==> config.mk <==
export PLATFORM = sky130hd
export DESIGN_NAME = epwm_top
export DESIGN_NICKNAME = d
export VERILOG_FILES = /design/src/epwm_pkg.sv /design/src/epwm_act_delay.sv /design/src/epwm_comp_sync.sv /design/src/epwm_top.sv
export VERILOG_INCLUDE_DIRS = /design/src
export SDC_FILE = /design/constraint.sdc
export NUM_CORES = 1
export LEC_CHECK = 0
export BUFFER_PORTS_ARGS = -buffer_cell sky130_fd_sc_hd__buf_2
export CELL_PAD_IN_SITES_DETAIL_PLACEMENT = 0
export CELL_PAD_IN_SITES_GLOBAL_PLACEMENT = 1
export CORE_MARGIN = 1
export CORE_UTILIZATION = 27
export DETAILED_ROUTE_END_ITERATION = 7
export PLACE_DENSITY = 0.57
export SETUP_SLACK_MARGIN = 0.3
export SYNTH_ARGS = -nofsm -noshare
export SYNTH_HDL_FRONTEND = slang
export SYNTH_SLANG_ARGS = --single-unit
==> constraint.sdc <==
create_clock -name hclk -period 3.5 [get_ports hclk]
set_clock_uncertainty 0.2 [all_clocks]
set_input_delay 0.175 -clock hclk [delete_from_list [all_inputs] [get_ports hclk]]
set_output_delay 0.175 -clock hclk [all_outputs]
set_load 0.1 [all_outputs]
==> src/epwm_map.svh <==
// register map, field positions, reset values and timing counts of the enhanced pwm
// assumes a 32-bit ahb-lite slave, one word per register
`ifndef EPWM_MAP_SVH
`define EPWM_MAP_SVH

// ****************************************************************
// register byte offsets
// ****************************************************************
`define OFS_TMRSEL   8'h00
`define OFS_ASD      8'h04
`define OFS_PWMCON   8'h08
`define OFS_STEER    8'h0c
`define OFS_CHCTRL   8'h10

// ****************************************************************
// field positions
// ****************************************************************
`define TB_CH1_LSB   0
`define TB_CH2_LSB   2
`define TB_CH3_LSB   4
`define TB_CH4_LSB   6
`define ASD_STAT_BIT 7
`define ASD_SEL_LSB  4
`define ASD_AC_LSB   2
`define ASD_BD_LSB   0
`define RSEN_BIT     7
`define SYNC_BIT     4
`define OCFG_LSB     6

// ****************************************************************
// reset values
// ****************************************************************
`define RST_TMRSEL   8'h00
`define RST_STEER    5'h01
`define RST_MODE     4'h0

// ****************************************************************
// timing: one instruction cycle is four oscillator periods
// ****************************************************************
`define CLK_NS       8
`define INSN_NS      32
`define INSN_CLKS    (`INSN_NS / `CLK_NS)

`endif

==> src/epwm_pkg.sv <==
// types shared by the enhanced pwm modules
// assumes epwm_map.svh supplies all numbers
package epwm_pkg;

  typedef enum logic [1:0] {
    CFG_SINGLE,
    CFG_FULL_FWD,
    CFG_HALF,
    CFG_FULL_REV
  } ocfg_t;

  typedef struct packed {
    logic [8:0] cnt;
    logic       pend;
    logic       prev;
    logic       q;
  } dly_state_t;

  typedef struct packed {
    logic c1_held;
    logic c2_held;
  } csync_state_t;

  typedef struct packed {
    logic [7:0]  tmrsel;
    logic        asd_status;
    logic [2:0]  asd_sel;
    logic [1:0]  pss_ac;
    logic [1:0]  pss_bd;
    logic        rsen;
    logic [6:0]  dcount;
    logic [4:0]  steer;
    logic [3:0]  steer_act;
    logic [3:0]  mode;
    ocfg_t       ocfg;
    logic [1:0]  div;
    logic        wr_pend;
    logic [7:0]  wr_addr;
    logic [31:0] hrdata;
    logic [3:0]  pin_out;
    logic [3:0]  pin_oe;
  } top_state_t;

endpackage

==> src/epwm_act_delay.sv <==
// delays each rising edge of a pwm level by a count of instruction cycles
// assumes the count is stable while an edge is pending
`include "epwm_map.svh"

module epwm_act_delay (
  // clock and reset
  input  wire logic       hclk,
  input  wire logic       hresetn,
  // waveform
  input  wire logic       pwm_in,
  input  wire logic [6:0] delay_count,
  output logic            pwm_delayed
);

  epwm_pkg::dly_state_t st_ff;
  epwm_pkg::dly_state_t nxt_st;
  logic                 rise;

  assign rise        = pwm_in & ~st_ff.prev;
  assign pwm_delayed = st_ff.q;

  always_comb begin
    nxt_st      = st_ff;
    nxt_st.prev = pwm_in;
    if (!pwm_in) begin
      // falling edges pass at once, only the active edge is held back
      nxt_st.q    = 1'b0;
      nxt_st.pend = 1'b0;
    end else if (rise) begin
      if (delay_count == 7'h00) begin
        nxt_st.q = 1'b1;
      end else begin
        nxt_st.pend = 1'b1;
        nxt_st.cnt  = 9'({delay_count, 2'b00} - 9'h001);
      end
    end else if (st_ff.pend) begin
      if (st_ff.cnt == 9'h000) begin
        nxt_st.q    = 1'b1;
        nxt_st.pend = 1'b0;
      end else begin
        nxt_st.cnt = st_ff.cnt - 9'h001;
      end
    end
  end

  always_ff @(posedge hclk or negedge hresetn) begin
    if (!hresetn) begin
      st_ff <= '0;
    end else begin
      st_ff <= nxt_st;
    end
  end
endmodule

==> src/epwm_comp_sync.sv <==
// holds comparator outputs on the timer1 tick when their sync option is on
// assumes t1_tick is a one-cycle enable in the hclk domain
module epwm_comp_sync (
  // clock and reset
  input  wire logic hclk,
  input  wire logic hresetn,
  // comparators
  input  wire logic cmp1_out,
  input  wire logic cmp2_out,
  input  wire logic cmp1_sync_en,
  input  wire logic cmp2_sync_en,
  input  wire logic t1_tick,
  output logic      cmp1_eff,
  output logic      cmp2_eff
);

  epwm_pkg::csync_state_t st_ff;
  epwm_pkg::csync_state_t nxt_st;

  always_comb begin
    nxt_st = st_ff;
    if (t1_tick) begin
      nxt_st.c1_held = cmp1_out;
      nxt_st.c2_held = cmp2_out;
    end
  end

  always_ff @(posedge hclk or negedge hresetn) begin
    if (!hresetn) begin
      st_ff <= '0;
    end else begin
      st_ff <= nxt_st;
    end
  end

  assign cmp1_eff = cmp1_sync_en ? st_ff.c1_held : cmp1_out;
  assign cmp2_eff = cmp2_sync_en ? st_ff.c2_held : cmp2_out;
endmodule

==> src/epwm_top.sv <==
// enhanced pwm channel: time base choice, auto-shutdown, restart, delay, steering
// assumes pwm levels and period pulses per time base come from the timers
//
// Function
// two-bit field picks time base 00/01/10
// four select fields at bits 7-6..1-0
// status bit set means outputs in shutdown
// source select 000 disables auto-shutdown
// 001/010/011 pick comparator one, two, either
// 100 fault pin low; 101-111 add comparators
// shutdown a/c: 1x float, 01 high, 00 low
// shutdown b/d: 1x float, 01 high, 00 low
// synced comparators act after timer1 sync
// restart enable clears status when source gone
// otherwise software clears status to resume
// delay active edge by count instruction cycles
// steering change at period or instruction boundary
// steer bits route pwm to pins a-d
// steering bits 7-5 zero, resets to pin a
// steering only in pwm single-output mode
// mode low bits set a/c and b/d polarity
// output config: single, forward, half, reverse
// status set at once, holds shutdown
// delay only inactive-to-active edges
//
// Design decisions made here: the address map and the AHB-Lite register port.
`include "epwm_map.svh"

module epwm_top (
  // clock and reset
  input  wire logic        hclk,
  input  wire logic        hresetn,
  // ahb-lite slave
  input  wire logic        hsel,
  input  wire logic [31:0] haddr,
  input  wire logic [1:0]  htrans,
  input  wire logic        hwrite,
  input  wire logic [2:0]  hsize,
  input  wire logic [31:0] hwdata,
  input  wire logic        hready,
  output logic             hreadyout,
  output logic [31:0]      hrdata,
  output logic             hresp,
  // time bases
  input  wire logic [2:0]  tb_period_start,
  input  wire logic [2:0]  tb_pwm_level,
  output logic [1:0]       chan1_timebase_sel,
  output logic [1:0]       chan2_timebase_sel,
  output logic [1:0]       chan3_timebase_sel,
  output logic [1:0]       chan4_timebase_sel,
  // shutdown sources
  input  wire logic        cmp1_out,
  input  wire logic        cmp2_out,
  input  wire logic        cmp1_sync_en,
  input  wire logic        cmp2_sync_en,
  input  wire logic        t1_tick,
  input  wire logic        fault_input_pin_n,
  // output pins
  output logic             pwm_out_a,
  output logic             pwm_out_a_oe,
  output logic             pwm_out_b,
  output logic             pwm_out_b_oe,
  output logic             pwm_out_c,
  output logic             pwm_out_c_oe,
  output logic             pwm_out_d,
  output logic             pwm_out_d_oe
);

  // ****************************************************************
  // state and helpers
  // ****************************************************************
  epwm_pkg::top_state_t st_ff;
  epwm_pkg::top_state_t nxt_st;
  logic                 c1_eff;
  logic                 c2_eff;
  logic                 pwm_sel;
  logic                 per_sel;
  logic                 mod_p;
  logic                 mod_n;
  logic                 insn_en;
  logic                 hit;
  logic                 acc;
  logic                 in_pwm;

  function automatic logic src_hit(input logic [2:0] sel, input logic c1, input logic c2,
                                   input logic flt_n);
    return (sel[2] & ~flt_n) | (sel[0] & c1) | (sel[1] & c2);
  endfunction

  function automatic logic [31:0] read_word(input epwm_pkg::top_state_t s,
                                            input logic [7:0] a);
    logic [31:0] w;
    w = '0;
    case (a)
      `OFS_TMRSEL: w[7:0] = s.tmrsel;
      `OFS_ASD:    w[7:0] = {s.asd_status, s.asd_sel, s.pss_ac, s.pss_bd};
      `OFS_PWMCON: w[7:0] = {s.rsen, s.dcount};
      `OFS_STEER:  w[4:0] = s.steer;
      `OFS_CHCTRL: w[7:0] = {s.ocfg, 2'b00, s.mode};
      default:     w = '0;
    endcase
    return w;
  endfunction

  // returns {oe, level}; shutdown levels ignore polarity
  function automatic logic [1:0] pin_drive(input logic val, input logic pol,
                                           input logic sd, input logic [1:0] pss);
    if (sd) begin
      return {~pss[1], pss[0]};
    end
    return {1'b1, val ^ pol};
  endfunction

  // ****************************************************************
  // time base and sources
  // ****************************************************************
  always_comb begin
    unique case (st_ff.tmrsel[`TB_CH1_LSB +: 2])
      2'b00: begin
        pwm_sel = tb_pwm_level[0];
        per_sel = tb_period_start[0];
      end
      2'b01: begin
        pwm_sel = tb_pwm_level[1];
        per_sel = tb_period_start[1];
      end
      2'b10: begin
        pwm_sel = tb_pwm_level[2];
        per_sel = tb_period_start[2];
      end
      default: begin
        // reserved code: no time base, pwm level and period pulse stay low
        pwm_sel = 1'b0;
        per_sel = 1'b0;
      end
    endcase
  end

  epwm_comp_sync u_sync (
    .hclk         (hclk),
    .hresetn      (hresetn),
    .cmp1_out     (cmp1_out),
    .cmp2_out     (cmp2_out),
    .cmp1_sync_en (cmp1_sync_en),
    .cmp2_sync_en (cmp2_sync_en),
    .t1_tick      (t1_tick),
    .cmp1_eff     (c1_eff),
    .cmp2_eff     (c2_eff)
  );

  // dead band of the half bridge reuses the activation delay on both legs
  epwm_act_delay u_dly_p (
    .hclk        (hclk),
    .hresetn     (hresetn),
    .pwm_in      (pwm_sel),
    .delay_count (st_ff.dcount),
    .pwm_delayed (mod_p)
  );

  epwm_act_delay u_dly_n (
    .hclk        (hclk),
    .hresetn     (hresetn),
    .pwm_in      (~pwm_sel),
    .delay_count (st_ff.dcount),
    .pwm_delayed (mod_n)
  );

  assign hit     = src_hit(st_ff.asd_sel, c1_eff, c2_eff, fault_input_pin_n);
  assign insn_en = st_ff.div == 2'(`INSN_CLKS - 1);
  assign acc     = hsel & hready & htrans[1];
  assign in_pwm  = st_ff.mode[3:2] == 2'b11;

  // ****************************************************************
  // next state
  // ****************************************************************
  always_comb begin
    logic [3:0] val;
    logic [3:0] use_pin;
    logic [1:0] drv;
    val     = '0;
    use_pin = '0;
    drv     = '0;
    nxt_st  = st_ff;
    nxt_st.div     = insn_en ? 2'b00 : st_ff.div + 2'b01;
    nxt_st.wr_pend = acc & hwrite;
    if (acc) begin
      nxt_st.wr_addr = haddr[7:0];
    end
    if (acc && !hwrite) begin
      nxt_st.hrdata = read_word(st_ff, haddr[7:0]);
    end
    if (st_ff.wr_pend) begin
      case (st_ff.wr_addr)
        `OFS_TMRSEL: nxt_st.tmrsel = hwdata[7:0];
        `OFS_ASD: begin
          nxt_st.asd_status = hwdata[`ASD_STAT_BIT];
          nxt_st.asd_sel    = hwdata[`ASD_SEL_LSB +: 3];
          nxt_st.pss_ac     = hwdata[`ASD_AC_LSB +: 2];
          nxt_st.pss_bd     = hwdata[`ASD_BD_LSB +: 2];
        end
        `OFS_PWMCON: begin
          nxt_st.rsen   = hwdata[`RSEN_BIT];
          nxt_st.dcount = hwdata[6:0];
        end
        `OFS_STEER:  nxt_st.steer = hwdata[4:0];
        `OFS_CHCTRL: begin
          nxt_st.ocfg = epwm_pkg::ocfg_t'(hwdata[`OCFG_LSB +: 2]);
          nxt_st.mode = hwdata[3:0];
        end
        default: ;
      endcase
    end
    // restart waits for a period boundary so no runt pulse leaves the bridge
    if (st_ff.rsen && per_sel && !hit) begin
      nxt_st.asd_status = 1'b0;
    end
    // a live source beats any clear in the same cycle
    if (hit) begin
      nxt_st.asd_status = 1'b1;
    end
    if (st_ff.steer[`SYNC_BIT] ? per_sel : insn_en) begin
      nxt_st.steer_act = st_ff.steer[3:0];
    end
    unique case (st_ff.ocfg)
      epwm_pkg::CFG_SINGLE: begin
        val     = {4{mod_p}};
        use_pin = st_ff.steer_act;
      end
      epwm_pkg::CFG_FULL_FWD: begin
        val     = {mod_p, 1'b0, 1'b0, 1'b1};
        use_pin = 4'hf;
      end
      epwm_pkg::CFG_HALF: begin
        val     = {1'b0, 1'b0, mod_n, mod_p};
        use_pin = 4'h3;
      end
      epwm_pkg::CFG_FULL_REV: begin
        val     = {1'b0, 1'b1, mod_p, 1'b0};
        use_pin = 4'hf;
      end
    endcase
    if (!in_pwm) begin
      use_pin = 4'h0;
    end
    for (int i = 0; i < 4; i++) begin
      if (i % 2 == 0) begin
        drv = pin_drive(val[i], st_ff.mode[1], nxt_st.asd_status, st_ff.pss_ac);
      end else begin
        drv = pin_drive(val[i], st_ff.mode[0], nxt_st.asd_status, st_ff.pss_bd);
      end
      nxt_st.pin_oe[i]  = use_pin[i] & drv[1];
      nxt_st.pin_out[i] = use_pin[i] & drv[0];
    end
  end

  always_ff @(posedge hclk or negedge hresetn) begin
    if (!hresetn) begin
      st_ff        <= '0;
      st_ff.tmrsel <= `RST_TMRSEL;
      st_ff.steer  <= `RST_STEER;
      st_ff.mode   <= `RST_MODE;
    end else begin
      st_ff <= nxt_st;
    end
  end

  // ****************************************************************
  // outputs
  // ****************************************************************
  assign hreadyout          = 1'b1;
  assign hresp              = 1'b0;
  assign hrdata             = st_ff.hrdata;
  assign chan1_timebase_sel = st_ff.tmrsel[`TB_CH1_LSB +: 2];
  assign chan2_timebase_sel = st_ff.tmrsel[`TB_CH2_LSB +: 2];
  assign chan3_timebase_sel = st_ff.tmrsel[`TB_CH3_LSB +: 2];
  assign chan4_timebase_sel = st_ff.tmrsel[`TB_CH4_LSB +: 2];
  assign pwm_out_a          = st_ff.pin_out[0];
  assign pwm_out_b          = st_ff.pin_out[1];
  assign pwm_out_c          = st_ff.pin_out[2];
  assign pwm_out_d          = st_ff.pin_out[3];
  assign pwm_out_a_oe       = st_ff.pin_oe[0];
  assign pwm_out_b_oe       = st_ff.pin_oe[1];
  assign pwm_out_c_oe       = st_ff.pin_oe[2];
  assign pwm_out_d_oe       = st_ff.pin_oe[3];
endmodule

Yosys cells after proc, flatten, opt, wreduce, memory -nomap -nowiden
Cells that the tools add are included.
- bits in registers: 92
- input bits: 86
- output and inout port bits: 50
- reduce and logical (&&, ||, !) cells: 26
- equality and inequality tests: 25
- bitwise logic cells: 28
- add/sub/neg operators: 4
- multiplexer cells: 44
- operators by type and width (operator ; count):
    $mux 10 ; 5
    $eq 8x4->1 const B ; 4
    $sub 9x1->9 const B ; 3
    $pmux 5 s5 ; 1
    $mux 21 ; 1
    $mux 1 ; 19
    $logic_not 9->1 ; 2
    $mux 9 ; 2
    $and 1x1->1 ; 16
    $eq 8x3->1 const B ; 2
    $eq 8x5->1 const B ; 2
    $logic_not 8->1 ; 2
    $mux 8 ; 2
    $pmux 4 s4 ; 1
    $mux 2 ; 7
    $pmux 3 s4 ; 1
    $pmux 4 s3 ; 1
    $eq 2x2->1 const B ; 5
    $reduce_and 2->1 ; 5
    $ne 3x3->1 const B ; 3
    $reduce_and 4->1 ; 2
    $logic_not 7->1 ; 1
    $ne 3x1->1 const B ; 2
    $not 1->1 ; 6
    17 further kinds ; 32

Longest topological paths before layout
- depth in word-level cells: 11
- gate-level depth with buffers: 8
- gate-level depth less buffers: 7

By module
From an unflattened synthesis, not the netlist that was laid out.
- cells, all modules: 481
- area, all modules: 5242.5 sq um
- modules (own cells, without submodules) (module ; sequential area each (sq um) ; cells each ; times used ; area an instance (sq um)):
    epwm_top ; 1652.8 ; 301 ; 1 ; 3433.3
    epwm_act_delay ; 300.3 ; 87 ; 2 ; 857.1
    epwm_comp_sync ; 50.0 ; 6 ; 1 ; 95.1

Worst setup path before layout
OpenSTA, ideal clock, no wires.
- kind: flip-flop to flip-flop
- from: reg u_dly_p.st_ff[3] (netlist bit)
- to: reg u_dly_p.st_ff[7] (netlist bit)
- data arrival time: 1.944 ns
- cell stages (with the launch flop): 8
- data required time: 3.179 ns
- setup time: 0.121 ns
- clock period less this slack: 2.265 ns
- slack: 1.235 ns
- cell sequence: dfrtp_1 > inv_1 > ha_1 > or3b_2 > o311ai_1 > a21oi_1 > buf_2 > a22o_1
- longest elaborated chain between the ends: 4
- elaborated cells on any way between the ends: 7
- those cells by class: 1 x add/sub; 1 x eq/ne; 3 x mux; 2 x reduce/logical
- ends and longest elaborated chain (what ; RTL line ; text):
    start, declared ; epwm_act_delay.sv:15 ; epwm_pkg::dly_state_t st_ff;
    start signal, assigned ; epwm_act_delay.sv:50 ; st_ff <= nxt_st;
    $sub 9x1->9 ; epwm_act_delay.sv:41 ; nxt_st.cnt = st_ff.cnt - 9'h001;
    $mux 9 ; epwm_act_delay.sv:37 ; if (st_ff.cnt == 9'h000) begin
    $mux 10 ; epwm_act_delay.sv:36 ; end else if (st_ff.pend) begin
    $mux 10 ; epwm_act_delay.sv:29 ; end else if (rise) begin
Several ways; a longest one is shown, not always the timed one. The select of a mux whose other input is x is not followed.
A chain may end at the register's enable or synchronous reset.

Worst setup path after layout
- from: reg st_ff[66] (netlist bit)
- to: reg u_dly_n.st_ff[10] (netlist bit)
- longest elaborated chain between the ends: 3
- elaborated cells on any way between the ends: 6
- those cells by class: 1 x add/sub; 1 x eq/ne; 2 x mux; 2 x reduce/logical
- ends and longest elaborated chain (what ; RTL line ; text):
    start, declared ; epwm_top.sv:72 ; epwm_pkg::top_state_t st_ff;
    start signal, assigned ; epwm_top.sv:263 ; st_ff <= nxt_st;
    $sub 9x1->9 / $logic_not 7->1 (equally long branches) ; epwm_act_delay.sv:34, epwm_act_delay.sv:30 ;
    $mux 10 / $ne 2x2->1 (equally long branches) ; n/a ;
    $mux 10 / $reduce_and 4->1 (equally long branches) ; n/a ;
    end signal, assigned ; epwm_act_delay.sv:50 ;
    end, declared ; epwm_act_delay.sv:15 ;
Several ways; a longest one is shown, not always the timed one. The select of a mux whose other input is x is not followed.

==> results.txt <==
----------------------------------------------------
[Logic synthesis]
  Synth cell types ... 59
  Average footprint of a synthesized cell ... 10.7 um^2
  Top cells by instance count after synthesis ... 91 x sky130_fd_sc_hd__dfrtp_1, 47 x sky130_fd_sc_hd__mux2_2, 42 x sky130_fd_sc_hd__buf_4
  Count leader, synth ... sky130_fd_sc_hd__dfrtp_1
  Proportion of netlist area held by the largest area contributor ... 0.455
  Fraction of registers with async set/reset ... 1.00
  Proportion of synthesized chip area in sequential cells ... 0.460
  Dominant register cell in the synthesized netlist ... sky130_fd_sc_hd__dfrtp_1
  EDFF count, synth ... 0
  Most area-hungry cell type in the Yosys netlist ... sky130_fd_sc_hd__dfrtp_1
  Mapped Area ... 5010 um^2
  Main area contributors after synthesis ... sky130_fd_sc_hd__dfrtp_1 45%, sky130_fd_sc_hd__mux2_2 11%, sky130_fd_sc_hd__buf_4 6.3%
  Synthesized netlist cell count ... 466
  Total of flip-flops plus latches after synthesis ... 92
  Count of warnings emitted by yosys ... 0

[Power and ir drop]
  Comb pwr share ... 0.268
  Net switching power ... 1.16 mW
  PwrDens ... ~550 nW/um^2
  Leakage ... 2.65 nW
  Clock share of power ... 0.301
  P_int ... 2.05 mW
  Highest ir drop seen on vdd ... 0.262 mV
  Proportion of power drawn by flip-flops and latches ... 0.431
  Switching fraction of total power ... 0.360

[Clock network]
  CTS Buf Count ... 9
  Clock transition at the registers of the reported paths ... around 0.07 ns
  Clock buffer depth ... 2
  Clock tree from TritonCTS ... yes
  Clock H-tree levels ... 3
  Clock tree root buffer cell ... sky130_fd_sc_hd__clkbuf_16
  Clock sink count ... 92
  Number of instances resized during post-cts repair ... 0
  Insertion delay of the later-clocked pin in the worst-skew pair ... ~0.35 ns

[Outcome]
  Failing checks ... design-rule violations
  Run status ... complete, but fails checks

[Placed design]
  Final estimated routing congestion in global placement ... 0.729
  Port bufs ... 57
  Estimated wirelength of the detail-placed design ... 8920 um
  Instance area at placement ... approximately 5300 um^2

[Drt]
  Pre-Repair DR Iteration Count ... 6
  Drt via density ... 4.79
  First-iteration detailed-routing DRC count ... 207
  Post-route ant nets ... 0
  DRC violation count after routing ... 8
  Average wire length per cell after detail routing ... 16.0 um
  Vias ... 3615
  Final WL ... 12100 um

[STA]
  Count of endpoints failing hold in the final timing report ... 0
  Max_slew headroom ... 0.488
  FMAX ... 404 MHz
  Final Max Slew Viols ... 0
  Slew @ Worst Pin ... 0.759 ns
  Final Cycle Share ... 0.707
  RSZ-0062 raised after global routing ... no
  Final setup TNS ... 0 ns
  Fin crit period ... about 2.5 ns
  Final-report setup violation count ... 0

[Floorplan]
  Initial core utilization ... 0.277
  Number of placement rows ... 49
  Floorplan core area ... 18100 um^2
  Die boundary width ... between 100 and 150 um
  Number of I/O pins ... 136
  Die footprint ... ~19000 um^2
  Vert. Die Dim ... 138 um

[Setup path]
  Start of the worst register-to-register path ... st_ff[66]$_DFFE_PN0P_
  Class of the most critical setup path ... register to register
  Critical path required time ... 3.54 ns
  Element type at the critical path end ... register
  Nature of the critical path startpoint ... register
  Top fanout value on the critical path ... 12
  Source of the critical timing path ... st_ff[66]$_DFFE_PN0P_
  Data arrival at the endpoint of the critical path ... 2.51 ns

[Global routing]
  Via count of the first global-routing pass ... 3598
  Initial antenna violation count ... 0
  Maximum number of pins on one net before global-route repair ... 54
  Global Route Usage Sum ... 0.135
  First-pass GRT wire length ... 20100 um
  Residual overflow from global routing ... 0

[Min path]
  Min-Delay Path Class ... primary input to register
  Startpoint of the most critical hold path ... haddr[4]

[Layout]
  Total of fill cells in the finished design ... around 1800
  Count of nets after finishing ... 612
  Antenna cell count ... 0
  Final std cell area, no fill ... 5810 um^2
  Fraction of final layout cells sized beyond drive strength 1 ... 0.266
  Layout Area Growth over Synthesis ... 15.9%

[Run]
  Reported max-cap violation count ... 0

----------------------------------------------------
-- state kept, by name, summed over array words and instances (netlist names) --
| signal | flops |
|---|---|
| chan3_timebase_sel | 2 |
| u_sync.st_ff | 2 |
| chan2_timebase_sel | 2 |
| st_ff | 42 |
| pwm_out_b_oe | 1 |
| u_dly_p.st_ff | 11 |
| u_dly_n.st_ff | 11 |
| u_dly_p.pwm_delayed | 1 |
| pwm_out_b | 1 |
| pwm_out_c_oe | 1 |
| pwm_out_c | 1 |
| chan4_timebase_sel | 2 |
| hrdata | 8 |
| pwm_out_a_oe | 1 |
| u_dly_n.pwm_delayed | 1 |
| pwm_out_d | 1 |
| pwm_out_d_oe | 1 |
| pwm_out_a | 1 |
| chan1_timebase_sel | 2 |
-- critical path, cell delays in order, from the launching register on --
cell and delay (ns):
sky130_fd_sc_hd__dfrtp_1 0.53, sky130_fd_sc_hd__inv_1 0.11, sky130_fd_sc_hd__ha_1 0.20, sky130_fd_sc_hd__nor2b_1 0.15, sky130_fd_sc_hd__a21oi_1 0.32, sky130_fd_sc_hd__o21a_1 0.42
sky130_fd_sc_hd__o21ai_0 0.17, sky130_fd_sc_hd__a22o_1 0.26
-- cell usage in the layout (no fill, tap or decap), drive strengths merged, types with 4 or more instances in the layout --
| master | count |
|---|---|
| nand2 | 22 |
| o22ai | 4 |
| mux2i | 20 |
| nor3 | 7 |
| mux2 | 53 |
| inv | 21 |
| dlygate4sd3 | 20 |
| o21a | 4 |
| nand3b | 6 |
| ha | 5 |
| nand2b | 7 |
| o21ai | 24 |
| nor2b | 5 |
| conb | 26 |
| a21oi | 20 |
| buf | 61 |
| clkbuf | 12 |
| xnor2 | 6 |
| o32ai | 7 |
| nor4 | 5 |
| a22o | 11 |
| nor2 | 27 |
| nand3 | 7 |
| dfrtp | 91 |
| a31oi | 8 |
-- stage by stage --
| stage | worst slack [ns] | instances | power [mW] | hold slack, ns | util |
|---|---|---|---|---|---|
| detailed placement | 1.02 | 719 | 2.25 | 0.0623 | 0.294 |
| floorplan | 1.24 | 490 | 2.06 | -0.321 | - |
| finish | 1.02 | 755 | 3.21 | 0.0547 | 0.321 |
| CTS | 0.999 | 755 | 3.24 | 0.0507 | 0.321 |
| global route | 0.827 | 755 | 3.41 | 0.0533 | 0.321 |
| global placement | 1.06 | 719 | 2.22 | 0.0547 | 0.294 |
-- kinds of logic after synthesis --
kind of cell	share of synthesized area
compound gates	0.126
xor+xnor	0.0157
fa+ha+maj	0.0125
buf+inv	0.0937
flops	0.460
mux	0.168
other cells	0.00150
simple gates	0.122
-- timing repair --
action                                 4_1_cts  5_1_grt
buffers inserted                             0        0
hold buffers                                20        0
endpoints found under the hold margin       88        0
-- cell type report --
type	instances	area, um^2	share of cell area
inverters	20	75.1	0.0129
well taps	229	287	0.0493
multi-input cells	317	2330	0.401
clock buffers	12	267	0.0459
flip-flops and latches	92	2300	0.397
repair buffers	81	518	0.0892
clock inverters	4	31.3	0.00539
-- power by group through the flow --
stage,Combinational [mW],Clock [mW],Sequential (mW)
after floorplan,0.683,0,1.38
after global placement,0.829,0,1.39
after detailed placement,0.844,0,1.40
after CTS,0.865,0.995,1.38
after global routing,0.954,1.05,1.41
final,0.860,0.967,1.38
-- routing by layer --
layer,up-vias,GRT usage,wire length (um)
li1,1725,-,-
met1,1805,0.182,5810
met2,72,0.216,5700
met3,13,0.0284,402
met4,0,0.0485,180
met5,-,0,0
-- final timing paths --
check                                                      to  slack [ns]  cells after the start
max in group asynchronous               st_ff[54]$_DFFE_PN0P_        2.10                      3
worst max-delay path            u_dly_n.st_ff[10]$_DFFE_PN0P_        1.02                      7
worst max register to register  u_dly_n.st_ff[10]$_DFFE_PN0P_        1.02                      7
worst min register to register            st_ff[49]$_DFF_PN0_        0.23                      1
worst min-delay path                    hrdata[4]$_DFFE_PN0P_        0.05                      2
min in group asynchronous        u_dly_n.st_ff[4]$_DFFE_PN0P_        0.20                      2
Power figures use the tool's default switching activity.
